## config.mk

```make
export PLATFORM = sky130hd
export DESIGN_NAME = rca_ramp_adc
export DESIGN_NICKNAME = d
export VERILOG_FILES = /design/src/rca_pkg.sv /design/src/rca_cnt_if.sv /design/src/rca_ramp_counter.sv /design/src/rca_ramp_adc.sv
export VERILOG_INCLUDE_DIRS = /design/src
export SDC_FILE = /design/constraint.sdc
export NUM_CORES = 1
export LEC_CHECK = 0
export BUFFER_PORTS_ARGS = -buffer_cell sky130_fd_sc_hd__buf_2
export CORE_ASPECT_RATIO = 1.25
export CORE_MARGIN = 1.5
export CORE_UTILIZATION = 40
export CTS_CLUSTER_DIAMETER = 40
export DETAILED_ROUTE_END_ITERATION = 10
export PLACE_DENSITY = 0.61
export SETUP_SLACK_MARGIN = 0.15
export SYNTH_ARGS = -nofsm -noshare
export SYNTH_HDL_FRONTEND = slang
export SYNTH_SLANG_ARGS = --single-unit
```

## constraint.sdc

```tcl
create_clock -name clk -period 189.2 [get_ports clk]
set_clock_uncertainty 0.05 [all_clocks]
set_input_delay 28.38 -clock clk [delete_from_list [all_inputs] [get_ports clk]]
set_output_delay 28.38 -clock clk [all_outputs]
set_load 0.02 [all_outputs]
```

## src/rca_consts.svh

```systemverilog
`ifndef RCA_CONSTS_SVH
`define RCA_CONSTS_SVH

// ----------------------------------------------------------------------------
// converter figures
// ----------------------------------------------------------------------------
`define RCA_CNT_W          12              // result width, full scale 4095
`define RCA_FULL_SCALE     12'hfff         // full-scale count
`define RCA_REF_NOMINAL    12'hce6         // expected reference count, ideal ramp
`define RCA_NUM_CHAN       4               // multiplexed user channels
`define RCA_SEL_W          3               // mux select width, user + reference

// ----------------------------------------------------------------------------
// timing
// ----------------------------------------------------------------------------
`define RCA_CLK_PERIOD_NS  20              // 50 mhz system clock
`define RCA_CAL_PERIOD_NS  7500000         // 7.5 ms calibration repeat
`define RCA_CAL_CYCLES     (`RCA_CAL_PERIOD_NS / `RCA_CLK_PERIOD_NS)

`endif

```

## src/rca_pkg.sv

```systemverilog
package rca_pkg;

  // ----------------------------------------------------------------------------
  // sequencer states
  // ----------------------------------------------------------------------------
  typedef enum logic [1:0] {
    RCA_WAIT_START = 2'b00,   // waiting for a rising ramp
    RCA_RAMPING    = 2'b01,   // ramp rising, counters live
    RCA_STORE      = 2'b10    // ramp ended, file the result
  } rca_state_e;

  // calibration step, one per conversion
  typedef enum logic [1:0] {
    RCA_CAL_IDLE  = 2'b00,    // no calibration in progress
    RCA_CAL_REF   = 2'b01,    // this ramp measures the reference
    RCA_CAL_THERM = 2'b10,    // this ramp keeps the temperature
    RCA_CAL_APPLY = 2'b11     // this ramp adopts the new slope
  } rca_cal_e;

endpackage

```

## src/rca_cnt_if.sv

```systemverilog
`timescale 1ns/1ps
`include "rca_consts.svh"

// carrier between the sequencer and one capture counter
interface rca_cnt_if #(
  parameter int W = `RCA_CNT_W
);
  logic         start;     // ramp-start pulse, clears and runs
  logic         stop_lvl;  // comparator level, rising edge stops
  logic [W-1:0] count;     // running or held count
  logic         captured;  // a transition stopped the count
  logic         running;   // counter advancing

  modport ctl  (output start, output stop_lvl, input count, input captured, input running);
  modport unit (input start, input stop_lvl, output count, output captured, output running);
endinterface

```

## src/rca_ramp_counter.sv

```systemverilog
`timescale 1ns/1ps
`include "rca_consts.svh"

// ----------------------------------------------------------------------------
// one capture counter: start on ramp start, hold on comparator edge
// ----------------------------------------------------------------------------
module rca_ramp_counter #(
  parameter int W = `RCA_CNT_W
) (
  // clock and reset
  input  wire logic  clk,
  input  wire logic  sys_rst,
  // sequencer side
  rca_cnt_if.unit    cif
);

  logic [W-1:0] cnt_reg,  cnt_next;    // elapsed clocks since ramp start
  logic         run_reg,  run_next;    // counting
  logic         cap_reg,  cap_next;    // held by a comparator edge
  logic         stp_reg,  stp_next;    // last comparator level, edge detect

  // next state
  always_comb begin
    cnt_next = cnt_reg;
    run_next = run_reg;
    cap_next = cap_reg;
    stp_next = cif.stop_lvl;
    if (cif.start) begin
      cnt_next = '0;
      run_next = 1'b1;
      cap_next = 1'b0;
    end else if (run_reg) begin
      if (cif.stop_lvl && !stp_reg) begin
        run_next = 1'b0;
        cap_next = 1'b1;
      end else if (cnt_reg != {W{1'b1}}) begin
        // saturate rather than wrap, a wrapped count would look valid
        cnt_next = cnt_reg + {{(W-1){1'b0}}, 1'b1};
      end
    end
  end

  // registers
  always_ff @(posedge clk) begin
    if (sys_rst) begin
      cnt_reg <= '0;
      run_reg <= 1'b0;
      cap_reg <= 1'b0;
      stp_reg <= 1'b0;
    end else begin
      cnt_reg <= cnt_next;
      run_reg <= run_next;
      cap_reg <= cap_next;
      stp_reg <= stp_next;
    end
  end

  assign cif.count    = cnt_reg;
  assign cif.captured = cap_reg;
  assign cif.running  = run_reg;

endmodule

```

## src/rca_ramp_adc.sv

```systemverilog
`timescale 1ns/1ps
`include "rca_consts.svh"

// Overview of operation
// - counter starts on ramp-start pulse
// - counter holds on comparator transition
// - result is twelve bits, 4095 full scale
// - ramp end raises interrupt pulse
// - count stored for later reads
// - optional averaging and out-of-range flag
// - channels converted in turn through mux
// - calibration spread over three conversions
// - reference calibration repeats every 7.5 ms
// - one step keeps thermistor temperature
// - two spare capture channels
// - after storing, step mux to next
// - reference count sets ramp slope
module rca_ramp_adc #(
  parameter int NCH        = `RCA_NUM_CHAN,
  parameter int SW         = `RCA_SEL_W,
  parameter int CAL_CYCLES = `RCA_CAL_CYCLES,
  parameter int W          = `RCA_CNT_W
) (
  // clock and reset
  input  wire logic                 clk,
  input  wire logic                 sys_rst,
  // ramp generator and comparators
  input  wire logic                 ramp_start_input,
  input  wire logic                 ramp_end_input,
  input  wire logic                 capture_stop_input,
  input  wire logic                 thermistor_capture_input,
  output logic [SW-1:0]             mux_sel,
  // spare capture channels
  input  wire logic [1:0]           aux_start_input,
  input  wire logic [1:0]           aux_stop_input,
  output logic [1:0][W-1:0]         aux_count,
  output logic [1:0]                aux_valid,
  // processor side
  input  wire logic                 avg_enable,
  input  wire logic [SW-1:0]        rd_chan,
  output logic                      eor_irq,
  output logic [W-1:0]              rd_result,
  output logic [W-1:0]              rd_average,
  output logic [W-1:0]              rd_scaled,
  output logic                      rd_out_of_range,
  output logic [W-1:0]              temp_count,
  output logic [W-1:0]              ref_count,
  output logic                      cal_busy
);

  // ----------------------------------------------------------------------------
  // helpers
  // ----------------------------------------------------------------------------
  localparam logic [SW-1:0] REF_SEL = SW'(NCH);   // reference sits above users
  localparam logic [W-1:0]  FULL    = `RCA_FULL_SCALE;
  localparam logic [W-1:0]  NOMINAL = `RCA_REF_NOMINAL;

  // correct a raw count by the measured ramp slope
  function automatic logic [W-1:0] scale_count(input logic [W-1:0] raw,
                                               input logic [W-1:0] refc);
    logic [2*W-1:0] prod;
    logic [2*W-1:0] quo;
    prod = raw * NOMINAL;
    quo  = '0;
    if (refc == '0) begin
      scale_count = raw;                 // no slope yet, pass through
    end else begin
      quo = prod / {{W{1'b0}}, refc};
      scale_count = (quo > {{W{1'b0}}, FULL}) ? FULL : quo[W-1:0];
    end
  endfunction

  // next user channel, wrapping
  function automatic logic [SW-1:0] next_chan(input logic [SW-1:0] c);
    next_chan = (c == SW'(NCH - 1)) ? '0 : c + {{(SW-1){1'b0}}, 1'b1};
  endfunction

  // ----------------------------------------------------------------------------
  // capture counters: 0 main, 1 thermistor, 2..3 spare
  // ----------------------------------------------------------------------------
  rca_cnt_if #(.W(W)) cnt_if [4] ();

  genvar gi;
  generate
    for (gi = 0; gi < 4; gi++) begin : g_cnt
      rca_ramp_counter #(.W(W)) u_cnt (
        .clk     (clk),
        .sys_rst (sys_rst),
        .cif     (cnt_if[gi])
      );
    end
  endgenerate

  // main and thermistor share the ramp start
  assign cnt_if[0].start    = ramp_start_input;
  assign cnt_if[0].stop_lvl = capture_stop_input;
  assign cnt_if[1].start    = ramp_start_input;
  assign cnt_if[1].stop_lvl = thermistor_capture_input;
  assign cnt_if[2].start    = aux_start_input[0];
  assign cnt_if[2].stop_lvl = aux_stop_input[0];
  assign cnt_if[3].start    = aux_start_input[1];
  assign cnt_if[3].stop_lvl = aux_stop_input[1];

  // spare channels read straight from their counters' flops
  assign aux_count[0] = cnt_if[2].count;
  assign aux_count[1] = cnt_if[3].count;
  assign aux_valid[0] = cnt_if[2].captured;
  assign aux_valid[1] = cnt_if[3].captured;

  // ----------------------------------------------------------------------------
  // sequencer state
  // ----------------------------------------------------------------------------
  rca_pkg::rca_state_e state_reg, state_next;   // ramp phase
  rca_pkg::rca_cal_e   cal_reg,   cal_next;     // calibration step
  logic [SW-1:0]       chan_reg,  chan_next;    // current user channel
  logic                irq_reg,   irq_next;     // end-of-ramp pulse
  logic [31:0]         tmr_reg,   tmr_next;     // calibration interval
  logic                pend_reg,  pend_next;    // calibration due
  logic [W-1:0]        refm_reg,  refm_next;    // latest reference count
  logic [W-1:0]        slope_reg, slope_next;   // reference in use
  logic [W-1:0]        temp_reg,  temp_next;    // thermistor count

  // per-channel storage
  logic [W-1:0]        res_reg  [NCH];          // last raw result
  logic [W-1:0]        res_next [NCH];
  logic [W-1:0]        avg_reg  [NCH];          // running average
  logic [W-1:0]        avg_next [NCH];
  logic [NCH-1:0]      oor_reg,  oor_next;      // out-of-range flags

  // read port
  logic [W-1:0]        rres_reg, rres_next;
  logic [W-1:0]        ravg_reg, ravg_next;
  logic [W-1:0]        rscl_reg, rscl_next;
  logic                roor_reg, roor_next;

  logic                expire;                  // interval elapsed this cycle
  logic                bad;                     // reading unusable
  logic [W:0]          sum;                     // averaging sum, one extra bit

  // mux follows the reference while that step runs
  assign mux_sel = (cal_reg == rca_pkg::RCA_CAL_REF) ? REF_SEL : chan_reg;

  // ----------------------------------------------------------------------------
  // calibration interval and ramp sequencing
  // ----------------------------------------------------------------------------
  always_comb begin
    state_next = state_reg;
    cal_next   = cal_reg;
    chan_next  = chan_reg;
    irq_next   = 1'b0;
    refm_next  = refm_reg;
    slope_next = slope_reg;
    temp_next  = temp_reg;
    oor_next   = oor_reg;
    res_next   = res_reg;
    avg_next   = avg_reg;
    // free-running interval timer, reload on expiry
    expire     = (tmr_reg == 32'h0);
    tmr_next   = expire ? 32'(CAL_CYCLES - 1) : tmr_reg - 32'h1;
    pend_next  = pend_reg | expire;
    // no transition or a saturated count cannot be trusted
    bad        = !cnt_if[0].captured || (cnt_if[0].count >= FULL);
    sum        = {1'b0, avg_reg[chan_reg[$clog2(NCH)-1:0]]}
               + {1'b0, cnt_if[0].count};

    unique case (state_reg)
      rca_pkg::RCA_WAIT_START: begin
        // ramp source only pulses after the turn has settled
        if (ramp_start_input) begin
          state_next = rca_pkg::RCA_RAMPING;
        end
      end
      rca_pkg::RCA_RAMPING: begin
        if (ramp_end_input) begin
          irq_next   = 1'b1;
          state_next = rca_pkg::RCA_STORE;
        end
      end
      rca_pkg::RCA_STORE: begin
        state_next = rca_pkg::RCA_WAIT_START;
        if (cal_reg == rca_pkg::RCA_CAL_REF) begin
          // reference ramp: slope measurement, no user channel
          if (!bad) begin
            refm_next = cnt_if[0].count;
          end
          cal_next = rca_pkg::RCA_CAL_THERM;
        end else begin
          // user channel result
          if (bad) begin
            oor_next[chan_reg[$clog2(NCH)-1:0]] = 1'b1;
          end else begin
            oor_next[chan_reg[$clog2(NCH)-1:0]] = 1'b0;
            res_next[chan_reg[$clog2(NCH)-1:0]] = cnt_if[0].count;
            avg_next[chan_reg[$clog2(NCH)-1:0]] = avg_enable ?
                sum[W:1] : cnt_if[0].count;
          end
          chan_next = next_chan(chan_reg);
          unique case (cal_reg)
            rca_pkg::RCA_CAL_THERM: begin
              if (cnt_if[1].captured) begin
                temp_next = cnt_if[1].count;
              end
              cal_next = rca_pkg::RCA_CAL_APPLY;
            end
            rca_pkg::RCA_CAL_APPLY: begin
              slope_next = refm_reg;
              cal_next   = rca_pkg::RCA_CAL_IDLE;
            end
            default: begin
              // idle: open a calibration when one is due
              if (pend_reg) begin
                cal_next  = rca_pkg::RCA_CAL_REF;
                pend_next = expire;       // a fresh expiry is kept
              end
            end
          endcase
        end
      end
      default: begin
        state_next = rca_pkg::RCA_WAIT_START;
      end
    endcase
  end

  // ----------------------------------------------------------------------------
  // read port, registered one cycle behind rd_chan
  // ----------------------------------------------------------------------------
  always_comb begin
    rres_next = '0;
    ravg_next = '0;
    rscl_next = '0;
    roor_next = 1'b0;
    // unmapped channel numbers read zero
    if (rd_chan < SW'(NCH)) begin
      rres_next = res_reg[rd_chan[$clog2(NCH)-1:0]];
      ravg_next = avg_reg[rd_chan[$clog2(NCH)-1:0]];
      rscl_next = scale_count(res_reg[rd_chan[$clog2(NCH)-1:0]], slope_reg);
      roor_next = oor_reg[rd_chan[$clog2(NCH)-1:0]];
    end
  end

  // ----------------------------------------------------------------------------
  // registers
  // ----------------------------------------------------------------------------
  always_ff @(posedge clk) begin
    if (sys_rst) begin
      state_reg <= rca_pkg::RCA_WAIT_START;
      cal_reg   <= rca_pkg::RCA_CAL_IDLE;
      chan_reg  <= '0;
      irq_reg   <= 1'b0;
      tmr_reg   <= 32'h0;   // first calibration is due at once
      pend_reg  <= 1'b0;
      refm_reg  <= '0;
      slope_reg <= '0;
      temp_reg  <= '0;
      oor_reg   <= '1;      // nothing measured yet
      for (int i = 0; i < NCH; i++) begin
        res_reg[i] <= '0;
        avg_reg[i] <= '0;
      end
      rres_reg  <= '0;
      ravg_reg  <= '0;
      rscl_reg  <= '0;
      roor_reg  <= 1'b0;
    end else begin
      state_reg <= state_next;
      cal_reg   <= cal_next;
      chan_reg  <= chan_next;
      irq_reg   <= irq_next;
      tmr_reg   <= tmr_next;
      pend_reg  <= pend_next;
      refm_reg  <= refm_next;
      slope_reg <= slope_next;
      temp_reg  <= temp_next;
      oor_reg   <= oor_next;
      res_reg   <= res_next;
      avg_reg   <= avg_next;
      rres_reg  <= rres_next;
      ravg_reg  <= ravg_next;
      rscl_reg  <= rscl_next;
      roor_reg  <= roor_next;
    end
  end

  // ----------------------------------------------------------------------------
  // outputs
  // ----------------------------------------------------------------------------
  assign eor_irq         = irq_reg;
  assign rd_result       = rres_reg;
  assign rd_average      = ravg_reg;
  assign rd_scaled       = rscl_reg;
  assign rd_out_of_range = roor_reg;
  assign temp_count      = temp_reg;
  assign ref_count       = slope_reg;
  assign cal_busy        = (cal_reg != rca_pkg::RCA_CAL_IDLE);

endmodule

```

* Word-level counts from Yosys, hierarchy flattened
Cells that the tools add are included. Widths: inputs -> output; s select.
Word-level totals: bits of input ports 14, word-level logic and storage cells 169, register bits after elaboration 274, output and inout bits 92
Operators by class: bitwise operators 14, mux-type cells 47, eq/ne operators 12, $lt $le $gt $ge 9, add/sub/neg operators 7, divide/modulo/power cells 1, multipliers 1, reductions and logical operators 39
Operators by type and width (number):
- $mux 12 | 10
- $bwmux 48 | 2
- $bmux 12 s2 | 3
- $add 12x1->12 const B | 4
- $ne 12x12->1 const B | 4
- $logic_not 32->1 | 1
- $sub 32x1->32 const B | 1
- $demux 12 s2 | 1
- $div 24x12->24 | 1
- $gt 24x12->1 const B | 1
- $mul 12x11->23 const B | 1
- $reduce_and 3->1 | 7
- $mux 1 | 19
- $mux 19 | 1
- $reduce_and 2->1 | 7
- $reduce_or 2->1 | 7
- $add 12x12->13 | 1
- $ge 12x12->1 const B | 1
- $logic_not 12->1 | 1
- $mux 2 | 4
- $not 1->1 | 8
- $pmux 2 s2 | 2
- $eq 2x2->1 const B | 3
- $ge 3x3->1 const B | 2
- other kinds (24) | 38

* Longest topological paths before layout
Gate-level depths: netlist (run 1).
depth in word-level cells 9, gate-level depth with buffers 316, gate-level depth less buffers 294

* By module
A second synthesis (run 1) with hierarchy kept.
Second synthesis, totals: cell total of the unflattened synthesis 3506, area, all modules 27771.6 sq um
Modules (own cells, without submodules):
- rca_ramp_adc | area an instance 24738.7 sq um, cells each 3150, instances 1, seq. area each 4284.1 sq um
- rca_ramp_counter | area an instance 758.2 sq um, cells each 89, instances 4, seq. area each 300.3 sq um

* Worst setup path before layout (run 1)
OpenSTA, ideal clock, no wires.
path kind input to register, start point in rd_chan[0], end point reg rscl_reg[0], in the netlist rd_scaled[0], stages 303, required time 189.023 ns, buffers on the path 29, arrival 89.388 ns, library setup time 0.127 ns, path slack 99.635 ns, cells stage by stage clkbuf_1 buf_1 mux4_2 ha_1 inv_1 fa_1 inv_1 fa_1 fa_1 inv_1 fa_1 inv_1 ha_1 clkbuf_1 a21oi_1 o21ai_0 a22oi_1 nand2_1 [267 not listed] nor3_4 nand3_2 buf_6 nor2_1 a21oi_1 ha_1 a21o_1 a21o_1 a21oi_1 o21ai_0 a21o_1 a21oi_1 nor2b_1 o21ai_0 nand4_1 or2_2 o32ai_1 a21oi_1
On the way: cells in the longest elaborated chain, start to end 9, elaborated cells on any way between the ends 12, those cells by class mul (1); div (1); order compare (2); mux (5); bitwise (2); reduce/logical (1)
Ends and longest elaborated chain:
- start, declared | RTL line rca_ramp_adc.sv:40 | input wire logic [SW-1:0] rd_chan,
- $not 2->3 (not written as such) | RTL line rca_ramp_adc.sv:237 | rscl_next = scale_count(res_reg[rd_chan[$clog2(NCH)-1:0]], slope_reg);
- $bmux 12 s2 | RTL line rca_ramp_adc.sv:237
- $mux 12 (not written as such) (2 in series) | RTL line rca_ramp_adc.sv:237
- $mul 12x11->23 | RTL line rca_ramp_adc.sv:63 | prod = raw * NOMINAL;
- $div 24x12->24 | RTL line rca_ramp_adc.sv:68 | quo = prod / {{W{1'b0}}, refc};
- $gt 24x12->1 | RTL line rca_ramp_adc.sv:69 | scale_count = (quo > {{W{1'b0}}, FULL}) ? FULL : quo[W-1:0];
- $mux 12 | RTL line rca_ramp_adc.sv:69
- $mux 12 | RTL line rca_ramp_adc.sv:65 | if (refc == '0) begin
- end signal, assigned | RTL line rca_ramp_adc.sv:280 | rscl_reg <= rscl_next;
- end, declared | RTL line rca_ramp_adc.sv:133 | logic [W-1:0] rscl_reg, rscl_next;
Parallel ways exist; a longest one is shown, timed or not. The select of a mux whose other input is x is not followed. A chain may end at the register's enable or synchronous reset.

* Worst setup path in the final report (run 1)
start point in rd_chan[1], end point reg rscl_reg[0], in the netlist rd_scaled[0]
The elaborated chain is that of the path after synthesis.

==> metrics.log, run 1 <==
[metrics] final estimated routing congestion in global placement: 0.9270
[metrics] adder-cell share of the synthesized area: 17.33%
[metrics] final worst path period need: 97.02 ns
[metrics] worst setup path startpoint: rd_chan[1]
[metrics] number of storage elements in the synthesis netlist: 274
[metrics] global-route congestion overflow total: 0
[metrics] ratio of cells with drive above 1 in the final layout: 10.45%
[metrics] Crit path largest cell delay: 0.71 ns
[metrics] Bufs on Longest Clock Path: 3
[metrics] highest fanout seen on the critical path: 26
[metrics] post-CTS repair timing setup buffer count: 0
[metrics] Warnings, synthesis: 0
[metrics] number of filler instances in the final layout: 6945
[metrics] area leader, netlist: sky130_fd_sc_hd__dfxtp_1
[metrics] largest family of logic cells by synthesized area: compound AO/OA/AOI/OAI gates
[metrics] number of standard-cell rows in the floorplan: 107
[metrics] number of maximum-capacitance violations: 0
[metrics] vias in the first global route: 25214
[metrics] buffer type at the clock tree root: sky130_fd_sc_hd__clkbuf_16
[metrics] simple-gate share of the synthesized area: 22.54%
[metrics] Worst-path clk slew: 0.05 ns
[metrics] element type at the critical path start: primary input
[metrics] Max Slew Vio Count: 0
[metrics] Setup crit end: rd_scaled[0]$_SDFF_PP0_
[metrics] antenna violations before repair: 0
[metrics] CTS Hold Bufs: 0
[metrics] via count of the routed design: 26037
[metrics] Clock Sinks: 274
[metrics] clock latency at the later pin of the worst-skew pair: 0.57 ns
[metrics] Floorplan Core Area: 68280 um^2
[metrics] Avg WL per Cell: 18.08 um
[metrics] Critical Setup Path Class: in -> reg
[metrics] maximum level of the CTS H-tree: 2
[metrics] number of vias per cell after detailed routing: 5.824
[metrics] class of the tightest hold or removal check: reg -> reg
[metrics] library cell with the highest instance count after synthesis: sky130_fd_sc_hd__nand2_1
[metrics] area share of the largest cell type after synthesis: 19.87%
[metrics] count of endpoints failing hold in the final timing report: 0
[metrics] die width: 238.0 um
[metrics] number of remaining DRC errors: 0
[metrics] number of cells on the critical path: 287
[metrics] routed wire length: 80860 um
[metrics] Layout Nets: 3942
[metrics] total of cells resized after clock tree synthesis: 0
[metrics] Antenna Diode Count: 0
[metrics] Post-Syn Instances: 3525
[metrics] maximum number of pins on one net before global-route repair: 75
[metrics] count of buffer and inverter cells on the critical path: 9
[metrics] transition time of the tightest slew-check pin: 1.097 ns
[metrics] required time of the critical path: 189.59 ns
[metrics] number of routed nets with antenna violations: 0
[metrics] kind of capture point of the worst setup path: flop
[metrics] buffers added on ports: 105
[metrics] CTS tree: done
[metrics] Die Y-Extent: 296.7 um
[metrics] worst reg2reg endpoint: rd_scaled[0]$_SDFF_PP0_
[metrics] first-pass GRT wire length: 130500 um
[metrics] length in cells of the worst reg-to-reg path: 286
[metrics] most frequent cell on the critical path: sky130_fd_sc_hd__o21a_1
[metrics] area occupied by registers: 5485 um^2
[metrics] maximum achievable frequency: 10.31 MHz
[metrics] Final TNS setup: 0 ns
[metrics] Top FF cell, synth: sky130_fd_sc_hd__dfxtp_1
[metrics] beginning of the worst register-to-register path: res_reg[12]$_SDFFE_PP0P_
[metrics] clock buffers created by TritonCTS: 41
[metrics] sequential element share of the synthesized area: 19.87%
[metrics] number of different library cells in the post-synthesis netlist: 113
[metrics] effective utilization at floorplan: 40.44%
[metrics] area of combinational cells with multiple inputs: 20970 um^2
[metrics] Boundary Pins: 106
[metrics] mean post-synth cell area: 7.833 um^2
[metrics] fraction of registers with async set or reset after synthesis: 0%
[metrics] total standard cell area after synthesis: 27610 um^2
[metrics] Synth Area in Compound Gates: 23.64%
[metrics] Final period util: 51.28%
[metrics] placed wire-length estimate: 61520 um
[metrics] remaining max-slew budget at the tightest pin: 26.41%
[metrics] area delta synth->final: 9.865%
[metrics] total iterations of the first detailed-routing run: 6
[metrics] multiplexer share of the synthesized area: 6.449%
[metrics] number of enable flip-flop cells after synthesis: 0
[metrics] net count after synthesis: 3898
[metrics] most used standard cells in the synthesized netlist: sky130_fd_sc_hd__nand2_1 (407), sky130_fd_sc_hd__nor2_1 (350), sky130_fd_sc_hd__ha_1 (320)
[metrics] DRC marker count from the first detailed-route iteration: 1449
[metrics] area of the die: 70620 um^2
[metrics] Arrival @ worst endpoint: 97.41 ns
[metrics] Worst Hold Margin: 0.3860 ns
[metrics] number of setup violations in the final report: 0
[metrics] largest cells by area after synthesis: sky130_fd_sc_hd__dfxtp_1 (20%), sky130_fd_sc_hd__ha_1 (15%), sky130_fd_sc_hd__nand2_1 (5.5%)
[metrics] result of the run: completed
[metrics] family of cells with the greatest summed delay on the critical path: compound AO/OA/AOI/OAI gates
[metrics] total track usage: 22.44%
[metrics] highest-delay cell along the critical path: sky130_fd_sc_hd__nor2_1
[metrics] RSZ-0062 raised after global routing: no
[metrics] xor and xnor area share after synthesis: 5.986%
[metrics] slack of the worst reg-to-reg path: 120.43 ns
==> tightest hold or removal path, delay by kind of cell (launching register included) <==
family	cells	cell delay (ns)
AO/OA/AOI/OAI	1	0.05
flip-flops	1	0.31
AND/OR/NAND/NOR	1	0.05
==> through the flow <==
step | instance area (um^2) | cells | setup WS [ns] | utilization (%)
floorplan | 27610 | 3525 | 99.64 | -
global placement | 28920 | 4398 | 94.16 | 42.35
detailed placement | 28920 | 4398 | 92.83 | 42.35
CTS | 30330 | 4471 | 93.12 | 44.43
global route | 30330 | 4471 | 86.43 | 44.43
finish | 30330 | 4471 | 92.18 | 44.43
==> cell usage in the layout, fill, tap and decap left out, types with 22 or more instances in the layout <==
| master | n |
|---|---|
| sky130_fd_sc_hd__a211oi_1 | 62 |
| sky130_fd_sc_hd__nand2b_1 | 37 |
| sky130_fd_sc_hd__or2_2 | 27 |
| sky130_fd_sc_hd__nand3_1 | 65 |
| sky130_fd_sc_hd__mux2i_1 | 46 |
| sky130_fd_sc_hd__and3_1 | 38 |
| sky130_fd_sc_hd__mux2_2 | 40 |
| sky130_fd_sc_hd__o211ai_1 | 22 |
| sky130_fd_sc_hd__o21a_1 | 106 |
| sky130_fd_sc_hd__fa_1 | 39 |
| sky130_fd_sc_hd__o31ai_1 | 46 |
| sky130_fd_sc_hd__and2_1 | 54 |
| sky130_fd_sc_hd__nor2_1 | 349 |
| sky130_fd_sc_hd__a31oi_1 | 27 |
| sky130_fd_sc_hd__clkbuf_16 | 41 |
| sky130_fd_sc_hd__mux4_2 | 36 |
| sky130_fd_sc_hd__dfxtp_1 | 274 |
| sky130_fd_sc_hd__or3_1 | 52 |
| sky130_fd_sc_hd__xor2_1 | 82 |
| sky130_fd_sc_hd__a21oi_1 | 287 |
| sky130_fd_sc_hd__nand2_1 | 407 |
| sky130_fd_sc_hd__nor3_1 | 132 |
| sky130_fd_sc_hd__ha_1 | 320 |
| sky130_fd_sc_hd__xnor2_1 | 104 |
| sky130_fd_sc_hd__buf_4 | 31 |
| sky130_fd_sc_hd__inv_1 | 160 |
| sky130_fd_sc_hd__buf_2 | 104 |
| sky130_fd_sc_hd__o21ai_0 | 139 |
| sky130_fd_sc_hd__nand4_1 | 39 |
| sky130_fd_sc_hd__a21o_1 | 72 |
==> how the worst min path moves through the flow <==
stage / start / end / slack, ns / cells past startpoint
finish: refm_reg[7]$_SDFFE_PP0P_ / ref_count[7]$_SDFFE_PP0P_ / 0.39 / 2
floorplan: chan_reg[2]$_SDFFE_PP0P_ / chan_reg[2]$_SDFFE_PP0P_ / 0.38 / 2
global placement: refm_reg[2]$_SDFFE_PP0P_ / ref_count[2]$_SDFFE_PP0P_ / 0.39 / 2
detailed placement: refm_reg[3]$_SDFFE_PP0P_ / ref_count[3]$_SDFFE_PP0P_ / 0.39 / 2
global route: refm_reg[7]$_SDFFE_PP0P_ / ref_count[7]$_SDFFE_PP0P_ / 0.42 / 2
CTS: refm_reg[7]$_SDFFE_PP0P_ / ref_count[7]$_SDFFE_PP0P_ / 0.38 / 2
==> routing by layer <==
metal,part of all wire (%),GRT usage (%),wire (um)
met1,43,27.08,34740
met2,49,40.30,39690
met5,0,0,0
met4,4.0,8.981,3230
met3,4.0,2.463,3197
==> final cells by class <==
type	count	share of cell area, %
clock buffer	48	3.634
timing repair buffer	136	2.520
sequential	274	18.08
clock inverter	25	1.031
multi-input combinational	2955	69.14
tap	872	3.597
inverter	161	1.992
==> kinds of logic (layout without fill, tap and decap cells) <==
group,count (synthesis),in the layout
AOI/OAI and AO/OA,975,975
buffers and inverters,296,370
muxes,127,127
adders and majority gates,359,359
xor gates and xnor gates,187,187
and+or+nand+nor,1307,1307
DFF,274,274
Power of run 1 is not shown: default switching activity piles up to over one toggle a cycle in this logic, so the estimate is an artifact.
==> inputs of run 2 (changes only) <==
ABC_AREA = 1   (was unset)
clock period = 100.4 ns   (was 189.2 ns; I/O delays follow)
==> run 2 against run 1 <==
Register-to-register slack got worse by 79 ns. Clock-buffer cell count rose by 12. Non-clock buffer count rose by 2. Area after synthesis is 0.92% lower.
==> metrics.log, run 2 <==
[metrics] result of the run: completed
[metrics] Arrival @ worst endpoint: 74.49 ns
[metrics] post-CTS repair timing setup buffer count: 0
[metrics] Warnings, synthesis: 0
[metrics] effective utilization at floorplan: 40.30%
[metrics] number of remaining DRC errors: 0
[metrics] Worst-path clk slew: 0.05 ns
[metrics] total standard cell area after synthesis: 27360 um^2
[metrics] final std cells w/o fill: 5057
[metrics] Bufs on Longest Clock Path: 3
[metrics] most used standard cells in the synthesized netlist: sky130_fd_sc_hd__nand2_1 (725), sky130_fd_sc_hd__inv_1 (648), sky130_fd_sc_hd__a21oi_1 (417)
[metrics] via count of the routed design: 25844
[metrics] buffer type at the clock tree root: sky130_fd_sc_hd__clkbuf_16
[metrics] kind of capture point of the worst setup path: flop
[metrics] Final period util: 73.78%
[metrics] highest fanout seen on the critical path: 68
[metrics] sequential element share of the synthesized area: 20.05%
[metrics] Hold Crit Start: refm_reg[2]$_SDFFE_PP0P_
[metrics] Die Y-Extent: 295.4 um
[metrics] die width: 236.9 um
[metrics] area share of the largest cell type after synthesis: 20.05%
[metrics] Floorplan Core Area: 67880 um^2
[metrics] leading cell types in the layout, fill and taps excluded: sky130_fd_sc_hd__nand2_1 (725), sky130_fd_sc_hd__inv_1 (648), sky130_fd_sc_hd__a21oi_1 (417), sky130_fd_sc_hd__o21ai_0 (351), sky130_fd_sc_hd__ha_1 (320)
[metrics] number of storage elements in the synthesis netlist: 274
[metrics] highest-delay cell along the critical path: sky130_fd_sc_hd__nor2_2
[metrics] Final TNS setup: 0 ns
[metrics] area of the die: 69980 um^2
[metrics] vias in the first global route: 24847
[metrics] area of combinational cells with multiple inputs: 18810 um^2
[metrics] placed wire-length estimate: 56490 um
[metrics] Avg WL per Cell: 14.71 um
[metrics] buffers added on ports: 105
[metrics] number of enable flip-flop cells after synthesis: 0
[metrics] fraction of registers with async set or reset after synthesis: 0%
[metrics] Critical Setup Path Class: in -> reg
[metrics] maximum level of the CTS H-tree: 2
[metrics] required time of the critical path: 100.81 ns
[metrics] largest cells by area after synthesis: sky130_fd_sc_hd__dfxtp_1 (20%), sky130_fd_sc_hd__ha_1 (15%), sky130_fd_sc_hd__nand2_1 (9.9%)
[metrics] Post-Place Cell Area: 28700 um^2
[metrics] number of different library cells in the post-synthesis netlist: 73
[metrics] final design area excluding fillers: 30540 um^2
[metrics] Post-Syn Instances: 4063
[metrics] area occupied by registers: 5485 um^2
[metrics] CTS Hold Bufs: 0
[metrics] Boundary Pins: 106
[metrics] transition time of the tightest slew-check pin: 1.174 ns
[metrics] beginning of the worst register-to-register path: res_reg[39]$_SDFFE_PP0P_
[metrics] number of standard-cell rows in the floorplan: 107
[metrics] CTS tree: done
[metrics] slack of the worst reg-to-reg path: 41.65 ns
[metrics] class of the tightest hold or removal check: reg -> reg
[metrics] clock buffers created by TritonCTS: 52
[metrics] final estimated routing congestion in global placement: 0.9455
[metrics] count of endpoints failing hold in the final timing report: 0
[metrics] cell count after placement: 4959
[metrics] Top FF cell, synth: sky130_fd_sc_hd__dfxtp_1
[metrics] area leader, netlist: sky130_fd_sc_hd__dfxtp_1
[metrics] RSZ-0062 raised after global routing: no
[metrics] remaining max-slew budget at the tightest pin: 21.33%
[metrics] most common library cell in the layout ignoring fill and taps: sky130_fd_sc_hd__nand2_1
[metrics] maximum achievable frequency: 13.50 MHz
[metrics] number of maximum-capacitance violations: 0
[metrics] net count after synthesis: 4436
[metrics] global-route congestion overflow total: 0
[metrics] ratio of cells with drive above 1 in the final layout: 10.90%
[metrics] Crit path largest cell delay: 0.61 ns
[metrics] total track usage: 21.12%
[metrics] worst setup path startpoint: rd_chan[0]
[metrics] element type at the critical path start: primary input
[metrics] routed wire length: 74410 um
[metrics] Worst Hold Margin: 0.3927 ns
[metrics] antenna violations before repair: 1
[metrics] total iterations of the first detailed-routing run: 7
[metrics] first-pass GRT wire length: 122000 um
[metrics] mean post-synth cell area: 6.733 um^2
[metrics] Clock Sinks: 274
[metrics] Layout Nets: 4514
[metrics] most frequent cell on the critical path: sky130_fd_sc_hd__nand2_1
[metrics] maximum number of pins on one net before global-route repair: 70
[metrics] number of vias per cell after detailed routing: 5.111
[metrics] DRC marker count from the first detailed-route iteration: 1377
[metrics] number of routed nets with antenna violations: 0
[metrics] number of setup violations in the final report: 0
[metrics] area delta synth->final: 11.63%
[metrics] library cell with the highest instance count after synthesis: sky130_fd_sc_hd__nand2_1
[metrics] final worst path period need: 74.08 ns
[metrics] Antenna Diode Count: 0
[metrics] clock latency at the later pin of the worst-skew pair: 0.61 ns
[metrics] total of cells resized after clock tree synthesis: 0
[metrics] Max Slew Vio Count: 0
[metrics] number of filler instances in the final layout: 7017
[run 2: critical path: cells and delay by family]
family | cells | cell delay (ns)
AOI/OAI and AO/OA | 137 | 24.26
xor gates and xnor gates | 1 | 0.20
adders and majority gates | 30 | 9.79
buffers and inverters | 60 | 7.88
and+or+nand+nor | 153 | 17.11
[run 2: area by class of cell]
type | instances | share of cell area [%]
flip-flops and latches | 274 | 17.96
clock buffers | 60 | 4.457
clock inverters | 38 | 1.565
well taps | 872 | 3.572
repair buffers | 138 | 2.540
inverters | 674 | 8.300
multi-input cells | 3001 | 61.60
[run 2: path summary, 6_finish.rpt]
path                                                  to  depth (start not counted)
worst min-delay path            refm_reg[2]$_SDFFE_PP0P_                          2
worst max register to register   rd_scaled[0]$_SDFF_PP0_                        378
worst max-delay path             rd_scaled[0]$_SDFF_PP0_                        381
worst min register to register  refm_reg[2]$_SDFFE_PP0P_                          2
[run 2: routing by layer]
metal / vias up / track usage, % / part of all wire [%]
met5: - / 0 / 0
met4: 0 / 6.785 / 2.9
met3: 127 / 2.670 / 4.0
met2: 460 / 39.71 / 50
met1: 11733 / 24.62 / 43
li1: 13524 / - / -
[run 2: metrics by stage]
| stage | util, % | worst slack (ns) |
|---|---|---|
| after floorplan | - | 30.82 |
| after global placement | 42.28 | 27.55 |
| after detailed placement | 42.28 | 25.94 |
| after CTS | 44.99 | 26.41 |
| after global routing | 44.99 | 19.55 |
| final | 44.99 | 26.32 |
[run 2: logic make-up (layout without fill, tap and decap cells)]
logic type,count (synthesis),in the layout,synth area share (%)
AOI/OAI and AO/OA,945,945,19.30
buffers and inverters,788,910,11.20
DFF,274,274,20.05
xor gates and xnor gates,205,205,6.590
adders and majority gates,359,359,17.49
and+or+nand+nor,1492,1492,25.38
Power of run 2 is left out for the same reason.
